===== config.mk =====
export PLATFORM = sky130hd
export DESIGN_NAME = dcc_top
export DESIGN_NICKNAME = d
export VERILOG_FILES = /design/src/design/dcc_pkg.sv /design/src/design/dcc_top.sv
export SDC_FILE = /design/constraint.sdc
export NUM_CORES = 1
export LEC_CHECK = 0
export BUFFER_PORTS_ARGS = -buffer_cell sky130_fd_sc_hd__buf_2
export CORE_MARGIN = 4
export CORE_UTILIZATION = 50
export CTS_BUF_LIST = sky130_fd_sc_hd__clkbuf_4
export CTS_CLUSTER_DIAMETER = 80
export CTS_CLUSTER_SIZE = 28
export DETAILED_ROUTE_END_ITERATION = 8
export PLACE_DENSITY = 0.78
export SYNTH_ARGS = -nofsm -noshare
export SYNTH_HDL_FRONTEND = slang
export SYNTH_SLANG_ARGS = --single-unit

===== constraint.sdc =====
create_clock -name CLK -period 1.01 [get_ports CLK]
set_input_delay 0.101 -clock CLK [delete_from_list [all_inputs] [get_ports CLK]]
set_output_delay 0.101 -clock CLK [all_outputs]
set_load 0.005 [all_outputs]

===== src/design/dcc_pkg.sv =====
/*
  Shared constants and types for the dual comparator control block:
  register offsets, field positions, reset values and timing counts.
  Assumes a single 200 MHz clock and an 9-bit register address space.
*/
`default_nettype none

package dcc_pkg;

  localparam int ADDR_W = 9;
  localparam int DATA_W = 8;

  // register offsets
  localparam logic [ADDR_W-1:0] OFS_CMP_ONE_CTRL = 9'h119;
  localparam logic [ADDR_W-1:0] OFS_CMP_TWO_CTRL = 9'h11a;
  localparam logic [ADDR_W-1:0] OFS_CMP_TWO_SYNC = 9'h11b;
  localparam logic [ADDR_W-1:0] OFS_IRQ_STATUS = 9'h11c;
  localparam logic [ADDR_W-1:0] OFS_IRQ_MASK = 9'h11d;

  // control register field positions
  localparam int BIT_ENABLE = 7;
  localparam int BIT_RESULT = 6;
  localparam int BIT_PIN_DRIVE = 5;
  localparam int BIT_INVERT = 4;
  localparam int BIT_REF_SELECT = 2;
  localparam int BIT_CH_HI = 1;
  localparam int BIT_CH_LO = 0;

  // sync and mirror register field positions
  localparam int BIT_MIRROR_A = 7;
  localparam int BIT_MIRROR_B = 6;
  localparam int BIT_GATE_SOURCE = 1;
  localparam int BIT_SYNC_ENABLE = 0;

  // interrupt status and mask field positions
  localparam int BIT_IRQ_A = 0;
  localparam int BIT_IRQ_B = 1;

  localparam logic GATE_SOURCE_RST = 1'b1;
  localparam logic SYNC_ENABLE_RST = 1'b0;
  localparam logic [1:0] IRQ_RST = 2'h0;
  localparam logic [DATA_W-1:0] RDATA_IDLE = 8'h00;

  // instruction cycle: four clocks of the core clock
  localparam int CLK_PERIOD_NS = 5;
  localparam int INSTR_CYCLE_NS = 20;
  localparam int INSTR_CLKS = INSTR_CYCLE_NS / CLK_PERIOD_NS;
  localparam logic [1:0] INSTR_LAST = 2'(INSTR_CLKS - 1);
  localparam logic [1:0] INSTR_ZERO = 2'h0;

  typedef enum logic [1:0] {
    DCC_CH_PIN1 = 2'b00,
    DCC_CH_PIN5 = 2'b01,
    DCC_CH_PIN6 = 2'b10,
    DCC_CH_PIN7 = 2'b11
  } dcc_chan_e;

  typedef struct packed {
    logic enable;
    logic pin_drive;
    logic invert;
    logic ref_select;
    dcc_chan_e channel;
  } dcc_ctrl_s;

  localparam dcc_ctrl_s CTRL_RST = '{1'b0, 1'b0, 1'b0, 1'b0, DCC_CH_PIN1};

  typedef struct packed {
    logic out;
    logic oe;
  } dcc_pin_s;

endpackage

`default_nettype wire


===== src/design/dcc_top.sv =====
/*
  Dual comparator control: enables, input steering, polarity, the
  cycle-latched result bits, pin drive, mirror register, timer gate
  source with optional sync of comparator b to the timer clock, and a
  change interrupt. Assumes the analog front end delivers each raw
  comparison as an asynchronous bit, and that the timer clock arrives
  after its prescaler as a plain pin sampled on CLK.
*/
`timescale 1ns/1ps
`default_nettype none

module dcc_sync3 (
  input wire logic clk,
  input wire logic srst,
  input wire logic din,
  output logic dout
);
  logic s1_r;
  logic s2_r;
  logic s3_r;
  logic stable_r;

  always_ff @(posedge clk)
  begin
    if (srst)
    begin
      s1_r <= 1'b0;
      s2_r <= 1'b0;
      s3_r <= 1'b0;
      stable_r <= 1'b0;
    end
    else
    begin
      s1_r <= din;
      s2_r <= s1_r;
      s3_r <= s2_r;
      // a change counts only once two late stages agree
      if (s2_r == s3_r)
      begin
        stable_r <= s3_r;
      end
    end
  end

  assign dout = stable_r;
endmodule

module dcc_top (
  input wire logic CLK,
  input wire logic SRST,
  input wire logic [dcc_pkg::ADDR_W-1:0] ADDR,
  input wire logic [dcc_pkg::DATA_W-1:0] WDATA,
  input wire logic WE,
  input wire logic RE,
  output logic [dcc_pkg::DATA_W-1:0] RDATA,
  input wire logic CMP_A_RAW,
  input wire logic CMP_B_RAW,
  input wire logic TIMER_CLK_PRESCALED,
  input wire logic TIMER_GATE_PIN,
  input wire logic PORT_DIR_A,
  input wire logic PORT_DIR_B,
  output logic CMP_A_POWER,
  output logic CMP_B_POWER,
  output logic CMP_A_REF_SELECT,
  output logic CMP_B_REF_SELECT,
  output logic [1:0] CMP_A_CHANNEL,
  output logic [1:0] CMP_B_CHANNEL,
  output logic CMP_A_PIN_OUT,
  output logic CMP_A_PIN_OE,
  output logic CMP_B_PIN_OUT,
  output logic CMP_B_PIN_OE,
  output logic TIMER_GATE,
  output logic IRQ
);
  import dcc_pkg::*;

  dcc_ctrl_s ctrl_a_r;
  dcc_ctrl_s ctrl_b_r;
  logic gate_source_r;
  logic sync_enable_r;
  logic [1:0] irq_status_r;
  logic [1:0] irq_mask_r;
  logic [DATA_W-1:0] rdata_r;
  logic [1:0] instr_cnt_r;
  logic lat_a_r;
  logic lat_b_r;
  logic prev_a_r;
  logic prev_b_r;
  logic tclk_prev_r;
  logic b_synced_r;
  logic gate_r;
  logic irq_r;
  dcc_pin_s pin_a_r;
  dcc_pin_s pin_b_r;

  logic raw_a;
  logic raw_b;
  logic tclk;
  logic gate_pin;

  dcc_sync3 u_sync_a (
    .clk(CLK),
    .srst(SRST),
    .din(CMP_A_RAW),
    .dout(raw_a)
  );
  dcc_sync3 u_sync_b (
    .clk(CLK),
    .srst(SRST),
    .din(CMP_B_RAW),
    .dout(raw_b)
  );
  // timer clock is taken after its prescaler
  dcc_sync3 u_sync_tclk (
    .clk(CLK),
    .srst(SRST),
    .din(TIMER_CLK_PRESCALED),
    .dout(tclk)
  );
  dcc_sync3 u_sync_gate (
    .clk(CLK),
    .srst(SRST),
    .din(TIMER_GATE_PIN),
    .dout(gate_pin)
  );

  // live results: disabled comparator reads low, then polarity
  wire live_a = ctrl_a_r.enable & raw_a;
  wire live_b = ctrl_b_r.enable & raw_b;
  wire res_a = live_a ^ ctrl_a_r.invert;
  wire res_b = live_b ^ ctrl_b_r.invert;

  // bus decode
  wire sel_one = (ADDR == OFS_CMP_ONE_CTRL);
  wire sel_two = (ADDR == OFS_CMP_TWO_CTRL);
  wire sel_sync = (ADDR == OFS_CMP_TWO_SYNC);
  wire sel_stat = (ADDR == OFS_IRQ_STATUS);
  wire sel_mask = (ADDR == OFS_IRQ_MASK);

  wire dcc_ctrl_s wr_ctrl = '{WDATA[BIT_ENABLE], WDATA[BIT_PIN_DRIVE],
    WDATA[BIT_INVERT], WDATA[BIT_REF_SELECT],
    dcc_chan_e'(WDATA[BIT_CH_HI:BIT_CH_LO])};

  // read views; holes stay zero
  wire [DATA_W-1:0] rd_one = {ctrl_a_r.enable, lat_a_r,
    ctrl_a_r.pin_drive, ctrl_a_r.invert, 1'b0, ctrl_a_r.ref_select,
    ctrl_a_r.channel};
  wire [DATA_W-1:0] rd_two = {ctrl_b_r.enable, lat_b_r,
    ctrl_b_r.pin_drive, ctrl_b_r.invert, 1'b0, ctrl_b_r.ref_select,
    ctrl_b_r.channel};
  // both mirrors come from one register set in one read
  wire [DATA_W-1:0] rd_sync = {lat_a_r, lat_b_r, 4'h0, gate_source_r,
    sync_enable_r};
  wire [DATA_W-1:0] rd_stat = {6'h00, irq_status_r};
  wire [DATA_W-1:0] rd_mask = {6'h00, irq_mask_r};
  wire [DATA_W-1:0] rd_mux = sel_one ? rd_one :
    sel_two ? rd_two :
    sel_sync ? rd_sync :
    sel_stat ? rd_stat :
    sel_mask ? rd_mask : RDATA_IDLE;

  // instruction cycle boundary
  wire instr_end = (instr_cnt_r == INSTR_LAST);

  // edges of the latched result; reads play no part in this
  wire chg_a = lat_a_r ^ prev_a_r;
  wire chg_b = lat_b_r ^ prev_b_r;
  wire [1:0] irq_evt = {chg_b, chg_a};
  wire wr_stat = WE & sel_stat;
  wire [1:0] irq_clr = wr_stat ? WDATA[BIT_IRQ_B:BIT_IRQ_A] : IRQ_RST;
  // a change in the clearing cycle still lands
  wire [1:0] irq_nxt = (irq_status_r & ~irq_clr) | irq_evt;

  // falling edge of the timer clock; the timer counts on rising
  wire tclk_fall = tclk_prev_r & ~tclk;
  // without sync b reaches the gate as it changes
  wire b_timer = sync_enable_r ? b_synced_r : res_b;

  wire dir_out_a = ~PORT_DIR_A;
  wire dir_out_b = ~PORT_DIR_B;

  // one write strobe per register keeps each process small
  wire wr_one = WE & sel_one;
  wire wr_two = WE & sel_two;
  wire wr_sync = WE & sel_sync;
  wire wr_mask = WE & sel_mask;

  always_ff @(posedge CLK)
  begin
    if (SRST)
    begin
      ctrl_a_r <= CTRL_RST;
    end
    else if (wr_one)
    begin
      ctrl_a_r <= wr_ctrl;
    end
  end

  always_ff @(posedge CLK)
  begin
    if (SRST)
    begin
      ctrl_b_r <= CTRL_RST;
    end
    else if (wr_two)
    begin
      ctrl_b_r <= wr_ctrl;
    end
  end

  always_ff @(posedge CLK)
  begin
    if (SRST)
    begin
      gate_source_r <= GATE_SOURCE_RST;
      sync_enable_r <= SYNC_ENABLE_RST;
    end
    else if (wr_sync)
    begin
      gate_source_r <= WDATA[BIT_GATE_SOURCE];
      sync_enable_r <= WDATA[BIT_SYNC_ENABLE];
    end
  end

  always_ff @(posedge CLK)
  begin
    if (SRST)
    begin
      irq_mask_r <= IRQ_RST;
    end
    else if (wr_mask)
    begin
      irq_mask_r <= WDATA[BIT_IRQ_B:BIT_IRQ_A];
    end
  end

  always_ff @(posedge CLK)
  begin
    if (SRST)
    begin
      rdata_r <= RDATA_IDLE;
    end
    else
    begin
      // data stand for one cycle after each cycle with RE high, then idle
      rdata_r <= RE ? rd_mux : RDATA_IDLE;
    end
  end

  always_ff @(posedge CLK)
  begin
    if (SRST)
    begin
      irq_status_r <= IRQ_RST;
      irq_r <= 1'b0;
    end
    else
    begin
      irq_status_r <= irq_nxt;
      // level follows the masked status; it stays up until ones are written to the status or the mask bits are cleared
      irq_r <= |(irq_nxt & irq_mask_r);
    end
  end

  always_ff @(posedge CLK)
  begin
    if (SRST)
    begin
      instr_cnt_r <= INSTR_ZERO;
    end
    else
    begin
      // free running; software sees results at these ticks only
      instr_cnt_r <= instr_end ? INSTR_ZERO : instr_cnt_r + 2'h1;
    end
  end

  always_ff @(posedge CLK)
  begin
    if (SRST)
    begin
      lat_a_r <= 1'b0;
      lat_b_r <= 1'b0;
      prev_a_r <= 1'b0;
      prev_b_r <= 1'b0;
    end
    else
    begin
      if (instr_end)
      begin
        lat_a_r <= res_a;
        lat_b_r <= res_b;
      end
      prev_a_r <= lat_a_r;
      prev_b_r <= lat_b_r;
    end
  end

  always_ff @(posedge CLK)
  begin
    if (SRST)
    begin
      tclk_prev_r <= 1'b0;
      b_synced_r <= 1'b0;
      gate_r <= GATE_SOURCE_RST;
    end
    else
    begin
      tclk_prev_r <= tclk;
      if (tclk_fall)
      begin
        b_synced_r <= res_b;
      end
      gate_r <= gate_source_r ? gate_pin : b_timer;
    end
  end

  always_ff @(posedge CLK)
  begin
    if (SRST)
    begin
      pin_a_r <= '0;
      pin_b_r <= '0;
    end
    else
    begin
      // pins follow the unlatched result
      pin_a_r.out <= res_a;
      pin_b_r.out <= res_b;
      pin_a_r.oe <= ctrl_a_r.pin_drive & ctrl_a_r.enable
        & dir_out_a;
      pin_b_r.oe <= ctrl_b_r.pin_drive & ctrl_b_r.enable
        & dir_out_b;
    end
  end

  assign RDATA = rdata_r;
  assign CMP_A_POWER = ctrl_a_r.enable;
  assign CMP_B_POWER = ctrl_b_r.enable;
  assign CMP_A_REF_SELECT = ctrl_a_r.ref_select;
  assign CMP_B_REF_SELECT = ctrl_b_r.ref_select;
  assign CMP_A_CHANNEL = ctrl_a_r.channel;
  assign CMP_B_CHANNEL = ctrl_b_r.channel;
  assign CMP_A_PIN_OUT = pin_a_r.out;
  assign CMP_A_PIN_OE = pin_a_r.oe;
  assign CMP_B_PIN_OUT = pin_b_r.out;
  assign CMP_B_PIN_OE = pin_b_r.oe;
  assign TIMER_GATE = gate_r;
  assign IRQ = irq_r;
endmodule

`default_nettype wire


# ---- Word-level counts from Yosys, hierarchy flattened
# Cells that the tools add are included.
# Widths: inputs -> output; s select.
dict set report totals {
  rom_bits 0
  wordCells 92
  n_memories 0
  mem_bits_rw 0
  in_bits 27
  regBits 56
  output_inout_bits 22
  latchBits 0
}
dict set report op_classes {
  magnitude_cmp 0
  eq_ne 10
  mux 8
  div_mod_pow 0
  n_reduce_logical 4
  n_addsub 1
  bitwise 24
  n_shift 0
  n_mul 0
}
# operator n
set op_table {}
lappend op_table {{$eq 9x9->1 const B} 5}
lappend op_table {{$mux 8} 3}
lappend op_table {{$and 1x1->1} 12}
lappend op_table {{$mux 2} 3}
lappend op_table {{$reduce_or 2->1} 3}
lappend op_table {{$reduce_or 6->1} 1}
lappend op_table {{$and 2x2->2} 2}
lappend op_table {{$eq 1x1->1} 4}
lappend op_table {{$not 1->1} 4}
lappend op_table {{$xor 1x1->1} 4}
lappend op_table {{$add 2x1->2 const B} 1}
lappend op_table {{$eq 2x2->1 const B} 1}
lappend op_table {{$mux 1} 2}
lappend op_table {{$not 2->2} 1}
lappend op_table {{$or 2x2->2} 1}

# ---- Depth between registers and ports, before layout
# Gate-level depths: netlist (run 1).
dict set report depth {
  depth_word 8
  ltp_mapped 5
  mapped_depth_nobuf 4
}

# ---- Cells and area by module
# A second synthesis (run 1) with hierarchy kept.
dict set report hier_totals {
  hier_cells 213
  area_unflattened_um2 2130.8
}
# module area_each_um2 n_inst cells_each seq_area_each_um2
set modules_own_cells {}
lappend modules_own_cells {dcc_top 1680.4 1 173 780.7}
lappend modules_own_cells {dcc_sync3 112.6 4 10 80.1}

# ---- Worst setup path before layout (run 1)
# OpenSTA, ideal clock, no wires.
dict set report synth_path {
  path_type {reg-to-reg}
  startpoint {register ctrl_b_r (netlist bit CMP_B_POWER)}
  endpoint {register gate_r (netlist: TIMER_GATE)}
  synth_period_minus_slack_ns 1.143
  t_required_ns 0.888
  n_path_buf 0
  setup_ns 0.122
  path_slack_ns -0.133
  arrival_time_ns 1.021
  path_stages_with_launch 5
  cell_sequence {dfxtp_1 nand2_1 xor2_1 nand2_1 a221o_1}
}
dict set report synth_between {
  elab_chain_len 4
}
# item line
set synth_rtl {}
lappend synth_rtl {{from (decl)} dcc_top.sv:78} ;# dcc_ctrl_s ctrl_b_r;
lappend synth_rtl {{from (signal assigned)} dcc_top.sv:208} ;# ctrl_b_r <= wr_ctrl;
lappend synth_rtl {{$and 1x1->1} dcc_top.sv:129} ;# wire live_b = ctrl_b_r.enable & raw_b;
lappend synth_rtl {{$xor 1x1->1} dcc_top.sv:131} ;# wire res_b = live_b ^ ctrl_b_r.invert;
lappend synth_rtl {{$mux 1} dcc_top.sv:177} ;# wire b_timer = sync_enable_r ? b_synced_r : res_b;
lappend synth_rtl {{$mux 1} dcc_top.sv:315} ;# gate_r <= gate_source_r ? gate_pin : b_timer;
lappend synth_rtl {{to (signal assigned)} dcc_top.sv:315}
lappend synth_rtl {{to (decl)} dcc_top.sv:91} ;# logic gate_r;
# No other way between the ends.
# A chain may end at the register's enable or synchronous reset.

# ---- Worst setup path in the final report (run 1)
dict set report layout_path {
  startpoint {register u_sync_b.stable_r (netlist: u_sync_b.dout)}
  endpoint {register gate_r (netlist: TIMER_GATE)}
}
dict set report layout_between {
  elab_chain_len 4
}
# item line
set layout_rtl {}
lappend layout_rtl {{from (decl)} dcc_top.sv:21} ;# logic stable_r;
lappend layout_rtl {{from (signal assigned)} dcc_top.sv:40} ;# stable_r <= s3_r;
lappend layout_rtl {{$and 1x1->1} dcc_top.sv:129}
lappend layout_rtl {{$xor 1x1->1} dcc_top.sv:131}
lappend layout_rtl {{$mux 1} dcc_top.sv:177}
lappend layout_rtl {{$mux 1} dcc_top.sv:315}
# No other way between the ends.

==> results of run 1 <==
-- stage by stage --
stage               power (W)  setup TNS (ps)  instances
detailed placement   0.002629           -5182        319
CTS                  0.003595          -97.11        336
global route         0.003773          -313.0        337
global placement     0.002618           -4328        319
floorplan            0.002474          -84.65        213
finish               0.003593          -78.57        337
-- cell type report --
cell class,count,area [um2]
Tap cell,50,62.56
Inverter,7,26.28
Multi-Input combinational cell,138,972.2
Sequential cell,55,1126
Clock buffer,6,45.04
Timing Repair Buffer,79,534.3
Fill cell,328,1279
Clock inverter,2,12.51
-- cell usage after synthesis (2+ instances only) --
master,number,share of area [%]
a211oi_1,4,1.4
a21oi_1,8,1.9
a22oi_1,4,1.4
a31oi_1,3,0.89
buf_1,2,0.36
buf_2,3,0.71
buf_4,5,1.8
clkbuf_1,3,0.53
dfxtp_1,55,52
inv_1,7,1.2
mux2i_1,16,7.6
nand2_1,13,2.3
nand3_1,2,0.47
nand3_2,2,0.95
nor2_1,27,4.8
nor2b_1,19,5.6
nor3_1,5,1.2
nor3b_1,2,0.71
o21ai_0,9,2.1
o31ai_1,3,1.1
xnor2_1,2,0.83
xor2_1,2,0.83
-- worst paths after layout --
path	start	end	slack [ps]
max	u_sync_b.dout	TIMER_GATE	-40
min	WDATA[1]	CMP_B_CHANNEL[1]	110
max reg2reg	u_sync_b.dout	TIMER_GATE	-40
min reg2reg	u_sync_a.s1_r	u_sync_a.s2_r	450
-- cells in the final DEF (no fill, tap or decap), drive strengths merged, types with 4 or more instances in the layout --
cell type    count
a21oi            8
a211oi           4
clkbuf           6
nor2            27
nor2b           19
a22oi            4
nand2           13
mux2i           16
dfxtp           55
inv              7
nand3            4
o21ai            9
buf             69
nor3             5
dlygate4sd3     10
-- per-layer routing --
metal / GRT usage, % / wire (um) / vias up
met5: 0 / 0 / -
met4: 7.582 / 53 / 0
met3: 5.096 / 270 / 6
met2: 29.59 / 2281 / 47
met1: 22.66 / 2173 / 826
li1: - / - / 871
-- logic make-up (layout without fill, tap and decap cells) --
kind of cell,Yosys count,in the layout,share of synthesized area [%]
AOI/OAI and AO/OA,36,36,10.84
xor gates and xnor gates,4,4,1.658
adders and majority gates,1,1,0.5920
buffers and inverters,20,94,4.618
DFF,55,55,52.10
muxes,16,16,7.578
other,1,1,0.1774
and+or+nand+nor,80,80,22.44
-- power by group through the flow --
| stage | combinational (W) | sequential, W | clock [W] |
|---|---|---|---|
| detailed placement | 0.000325 | 0.00230 | 0 |
| finish | 0.000381 | 0.00226 | 0.000954 |
| global route | 0.000419 | 0.00227 | 0.00109 |
| CTS | 0.000358 | 0.00226 | 0.000981 |
| global placement | 0.000315 | 0.00230 | 0 |
| floorplan | 0.000174 | 0.00230 | 0 |
-- sequential cells by signal (all words and copies together) (netlist names), 2 cells and up --
name           flops
irq_status_r       2
ctrl_b_r           2
CMP_B_CHANNEL      2
CMP_A_CHANNEL      2
RDATA              7
ctrl_a_r           2
irq_mask_r         2
instr_cnt_r        2
-- worst max-delay path, stage by stage, from the launching register on --
cell     delay, ps
dfxtp_2        350
nand2_2         70
xor2_2         170
nand2_1         70
a221o_1        290
-- timing repair --
item                                    CTS  global route
hold buffers                             10             0
pin swaps                                 3             7
endpoints found under the setup margin    8            15
buffers inserted                          0             1
resized for setup                        10            21
endpoints found under the hold margin    13             0
==> results.txt, run 1 <==
----------------------------------------------------
[Status]
  Result of the run ... finished, violations left
  Violated checks ... negative setup slack

[Synthesis]
  Post-synthesis sequential element count ... between 50 and 60
  Count of flip-flops with a built-in enable after synthesis ... 0
  Mean post-synth cell area ... around 9.9 um2
  Yosys warning count ... 0
  Netlist cell types ... 39
  Summed instance area of the synthesized netlist ... about 0.0021 mm2
  Ys flop type ... dfxtp_1
  Async SR Flop Fraction ... 0%
  Synthesized netlist net count ... 241
  Proportion of synthesized chip area in sequential cells ... a little over half
  Cell count after synthesis ... 213

[Floorplanning]
  Die width ... about 73 um
  Effective utilization at floorplan ... approximately 52%
  Number of rows in the core area ... 23
  Die boundary height ... 73.01 um
  Number of top-level pins ... 49
  Die Footprint ... 0.005330 mm2
  Area of the placeable core ... just over 0.004 mm2

[Route]
  Number of remaining DRC errors ... 0
  Vias ... approximately 1.8k
  Antenna Nets Post-Route ... 0
  WL per Instance ... approximately 14 um
  Total routed wirelength ... around 4.8 mm
  Number of detailed-route iterations in the first pass ... 4
  Iteration-0 DRC count of the detailed router ... approximately 110
  Routed vias/inst ... between 5 and 6

[Power]
  Power share of the clock group ... roughly a quarter
  Proportion of power drawn by combinational gates ... a little over a tenth
  Reg power frac ... between 60% and 70%
  Internal power component ... between 0.002 and 0.003 W
  Proportion of total power due to net switching ... 24.44%
  P_sw ... 0.0008782 W
  Power per Cell Area ... ~1300 mW/mm2
  Worst supply voltage drop on vdd ... 0.0009333 V
  Static leakage ... 1.244 nW

[GRT]
  Wire length of the first global-routing pass ... around 7.5 mm
  Largest net degree at the start of global routing ... 32
  Grt ovf ... 0
  Overall routing resource usage ... a little under a fifth
  Vias in the first global route ... roughly 1.7k
  Antenna violations before repair ... 0

[CTS]
  Clock tree sinks ... 55
  TritonCTS clock tree ... yes
  Clock-pin slew on the worst setup and hold paths ... ~150 ps
  Clock latency on the worst-skew pair ... 370 ps
  Maximum number of buffers from clock root to sink ... 2
  Number of buffers added by the clock tree synthesis step ... 5
  Number of levels the H-tree was split into ... 2
  Root buf cell ... clkbuf_4

[Finish]
  Number of inserted diodes ... 0
  Count of nets after finishing ... 314
  Final core utilization ... between 60% and 70%
  Area grow syn2layout ... 31.50%
  Layout cells sized above 1 ... 37.28%
  Cell area after layout ... 0.002779 mm2

[Timing]
  Final critical-path share of the clock period ... 104.3%
  Number of slew-limit violations in the final report ... 0
  Smallest setup slack after layout ... -43.19 ps
  Worst Clk Skew ... about 12 ps
  Tightest hold margin ... 109.6 ps
  Final setup vio count ... 2
  Hold violation count in the final report ... 0
  Final period demand of the worst path ... 1053 ps
  Highest attainable clock frequency ... approximately 0.95 GHz
  Setup repair after global routing missed its margin ... yes

[Placement]
  Dpl ws ... -334.2 ps
  HPWL after DPL ... between 3 and 4 mm
  IO Port Bufs ... between 40 and 50
  Placer Congestion ... between 0.9 and 1
  Post-detailed-placement cell area ... between 0.002 and 0.003 mm2

[Setup path]
  CP Capture Type ... flip-flop
  Data arrival time of the critical path ... ~1300 ps
  Largest fanout on the critical path ... 2
  Data required time of the worst path ... between 1000 and 1500 ps
  Startpoint kind of the worst setup timing path ... flip-flop
  Cells on worst reg2reg path ... 4
  Kind of critical path ... flip-flop to flip-flop

[Flow run]
  Number of max-cap violations ... 0

[Min path]
  Number of cells on the worst hold path ... 4
  Path type of the worst min-delay path ... input pin to flip-flop

----------------------------------------------------
Power figures use the tool's default switching activity.
==> run 2, diff against run 1 <==
--- a/config.mk
+++ b/config.mk
@@ -13,6 +13,7 @@
 export CTS_CLUSTER_SIZE = 28
 export DETAILED_ROUTE_END_ITERATION = 8
 export PLACE_DENSITY = 0.78
+export SETUP_SLACK_MARGIN = 0.05
 export SYNTH_ARGS = -nofsm -noshare
 export SYNTH_HDL_FRONTEND = slang
 export SYNTH_SLANG_ARGS = --single-unit
==> run 2 against run 1 <==
  * The run still ends with negative setup slack left
  * Critical path depth decreased by 2
  * Die area stayed put
  * Non-clock buffer count rose by 12
  * Routed wire length up 3.7%
  * First-iteration DRC count increased by 8.0%
  * Power grew 0.92%
  * Setup slack improved by 21 ps
  * Clock skew is 2.3 ps lower
  * Clock power down 1%
  * Combinational power grew 7.6%
  * Critical endpoint is now CMP_B_POWER
  * Largest cell class unchanged
==> results.txt, run 2 (synthesized netlist as in run 1, its figures left out) <==
----------------------------------------------------
[Status]
  Result of the run ... finished, violations left
  Violated checks ... negative setup slack

[GRT]
  Grt ovf ... 0
  Antenna violations before repair ... 0
  Vias in the first global route ... between 1.5k and 2k
  Overall routing resource usage ... between 10% and 20%
  Wire length of the first global-routing pass ... approximately 7.6 mm
  Largest net degree at the start of global routing ... 30

[Setup path]
  Endpoint of the lowest-slack register-to-register path ... TIMER_GATE
  Kind of critical path ... flip-flop to output port
  Data arrival time of the critical path ... 930 ps
  Data required time of the worst path ... roughly 910 ps
  Setup slack of the most critical reg-to-reg path ... -20 ps
  Largest fanout on the critical path ... 2
  Cells on worst reg2reg path ... 4
  Crit path top cell by count ... buf_6
  CP Capture Type ... output port
  Series of cell instances along the critical path ... buf_6 -> buf_6
  Critical-path cell with the highest stage delay ... dfxtp_2
  Beginning of the worst register-to-register path ... u_sync_b.dout
  Startpoint kind of the worst setup timing path ... flip-flop
  Stage delay of the slowest cell on the critical path ... about 350 ps

[CTS]
  Root buf cell ... clkbuf_4
  Maximum number of buffers from clock root to sink ... 2
  Clock latency on the worst-skew pair ... between 300 and 400 ps
  Number of buffers added by the clock tree synthesis step ... 5
  Clock-pin slew on the worst setup and hold paths ... roughly 150 ps
  TritonCTS clock tree ... yes
  Clock tree sinks ... between 50 and 60
  Number of levels the H-tree was split into ... 2

[Floorplanning]
  Die width ... around 73 um
  Number of top-level pins ... 49
  Die Footprint ... approximately 0.0053 mm2
  Effective utilization at floorplan ... between 50% and 60%
  Area of the placeable core ... approximately 0.0041 mm2
  Number of rows in the core area ... 23
  Die boundary height ... 73.01 um

[Finish]
  Most common cell after layout, fill and taps aside ... buf_2
  Number of fillers in the final layout ... 297
  Count of nets after finishing ... 326
  Cell area after layout ... a little under 0.003 mm2
  Number of inserted diodes ... 0
  Flip-flop count of the largest register after layout ... 7
  Area grow syn2layout ... 40.32%
  Top library cells by usage in the layout, fill and taps aside ... buf_2, dfxtp_1, buf_4
  Layout cells sized above 1 ... 45.15%

[Min path]
  Endpoint, Worst Hold ... gate_source_r
  Worst hold path startpoint ... WDATA[1]
  Number of cells on the worst hold path ... 4
  Path type of the worst min-delay path ... input pin to flip-flop

[Timing]
  Final critical-path share of the clock period ... 102.2%
  Setup repair after global routing missed its margin ... yes
  Highest attainable clock frequency ... approximately 0.97 GHz
  Hold violation count in the final report ... 0
  Final setup vio count ... 3
  Smallest setup slack after layout ... -21.72 ps
  Final period demand of the worst path ... roughly 1000 ps
  Tightest hold margin ... 98.85 ps
  Number of slew-limit violations in the final report ... 0
  Worst Clk Skew ... just under 10 ps

[Route]
  Total routed wirelength ... 4.956 mm
  Vias ... between 1.5k and 2k
  Number of remaining DRC errors ... 0
  Iteration-0 DRC count of the detailed router ... around 120
  WL per Instance ... around 14 um
  Routed vias/inst ... 5.097
  Antenna Nets Post-Route ... 0
  Number of detailed-route iterations in the first pass ... 4

[Flow run]
  Number of max-cap violations ... 0

[Placement]
  IO Port Bufs ... 45
  Placer Congestion ... between 0.8 and 0.9
  Post-detailed-placement cell area ... between 0.002 and 0.003 mm2
  HPWL after DPL ... 3.139 mm

[Power]
  Power per Cell Area ... 1223 mW/mm2
  Static leakage ... between 1 and 1.5 nW
  Worst supply voltage drop on vdd ... roughly 0.0010 V

----------------------------------------------------
## run 2: cell count changes in the layout (fill, tap and decap cells not counted), sizes merged
cell         change
buf             +11
dlygate4sd3      +1
## run 2: per-stage QoR
step	instances	setup slack, ps	total power [W]	util (%)	setup TNS, ps
after global routing	349	-85.07	0.003783	73.08	-425.7
final	349	-21.72	0.003626	73.08	-56.08
after CTS	348	-53.92	0.003616	69.78	-133.5
after detailed placement	320	-283.1	0.002628	62.32	-5214
after floorplan	213	-27.05	0.002473	-	-76.54
after global placement	320	-254.6	0.002617	62.32	-4640
## run 2: where the power goes
| part | leakage (nW) | total, W | internal (W) | switching, W |
|---|---|---|---|---|
| registers | 0.456 | 0.00227 | 0.00223 | 0.0000411 |
| clock network | 0.0317 | 0.000944 | 0.000297 | 0.000648 |
| logic | 0.835 | 0.000410 | 0.000210 | 0.000199 |
## run 2: worst max-delay path by stage
stage	start	endpoint	slack, ps	cells after the start
floorplan	CMP_B_POWER	TIMER_GATE	-30	4
global placement	ADDR[2]	CMP_A_POWER	-250	5
detailed placement	ADDR[2]	CMP_B_CHANNEL[1]	-280	5
CTS	u_sync_b.dout	TIMER_GATE	-50	4
global route	u_sync_b.dout	TIMER_GATE	-90	4
finish	CMP_B_POWER	CMP_B_POWER	-20	2
## run 2: cell type report
type,instances,area (um2),share of cell area [%]
clock inverter,2,12.51,0.4219
multi-input combinational,138,1035,34.89
tap,50,62.56,2.110
inverter,7,26.28,0.8861
clock buffer,6,45.04,1.519
sequential,55,1127,38.02
timing repair buffer,91,656.9,22.15
## run 2: per-layer routing
| layer | vias up | track usage, % | share of wire (%) |
|---|---|---|---|
| li1 | 894 | - | - |
| met1 | 811 | 23.30 | 41 |
| met2 | 64 | 30.09 | 50 |
| met3 | 10 | 5.234 | 6.8 |
| met4 | 0 | 7.582 | 2.1 |
| met5 | - | 0 | 0 |
## run 2: what timing repair did
| action | CTS | global route |
|---|---|---|
| setup endpoints to repair | 14 | 25 |
| hold buffers | 11 | 0 |
| pin swaps | 6 | 9 |
| setup buffers | 9 | 1 |
| endpoints found under the hold margin | 15 | 0 |
| gates resized for setup | 25 | 29 |
## run 2: critical path: cells and delay by family, from the launching register on
family / cells / cell delay, ps
flops: 1 / 350
buf+inv: 2 / 210
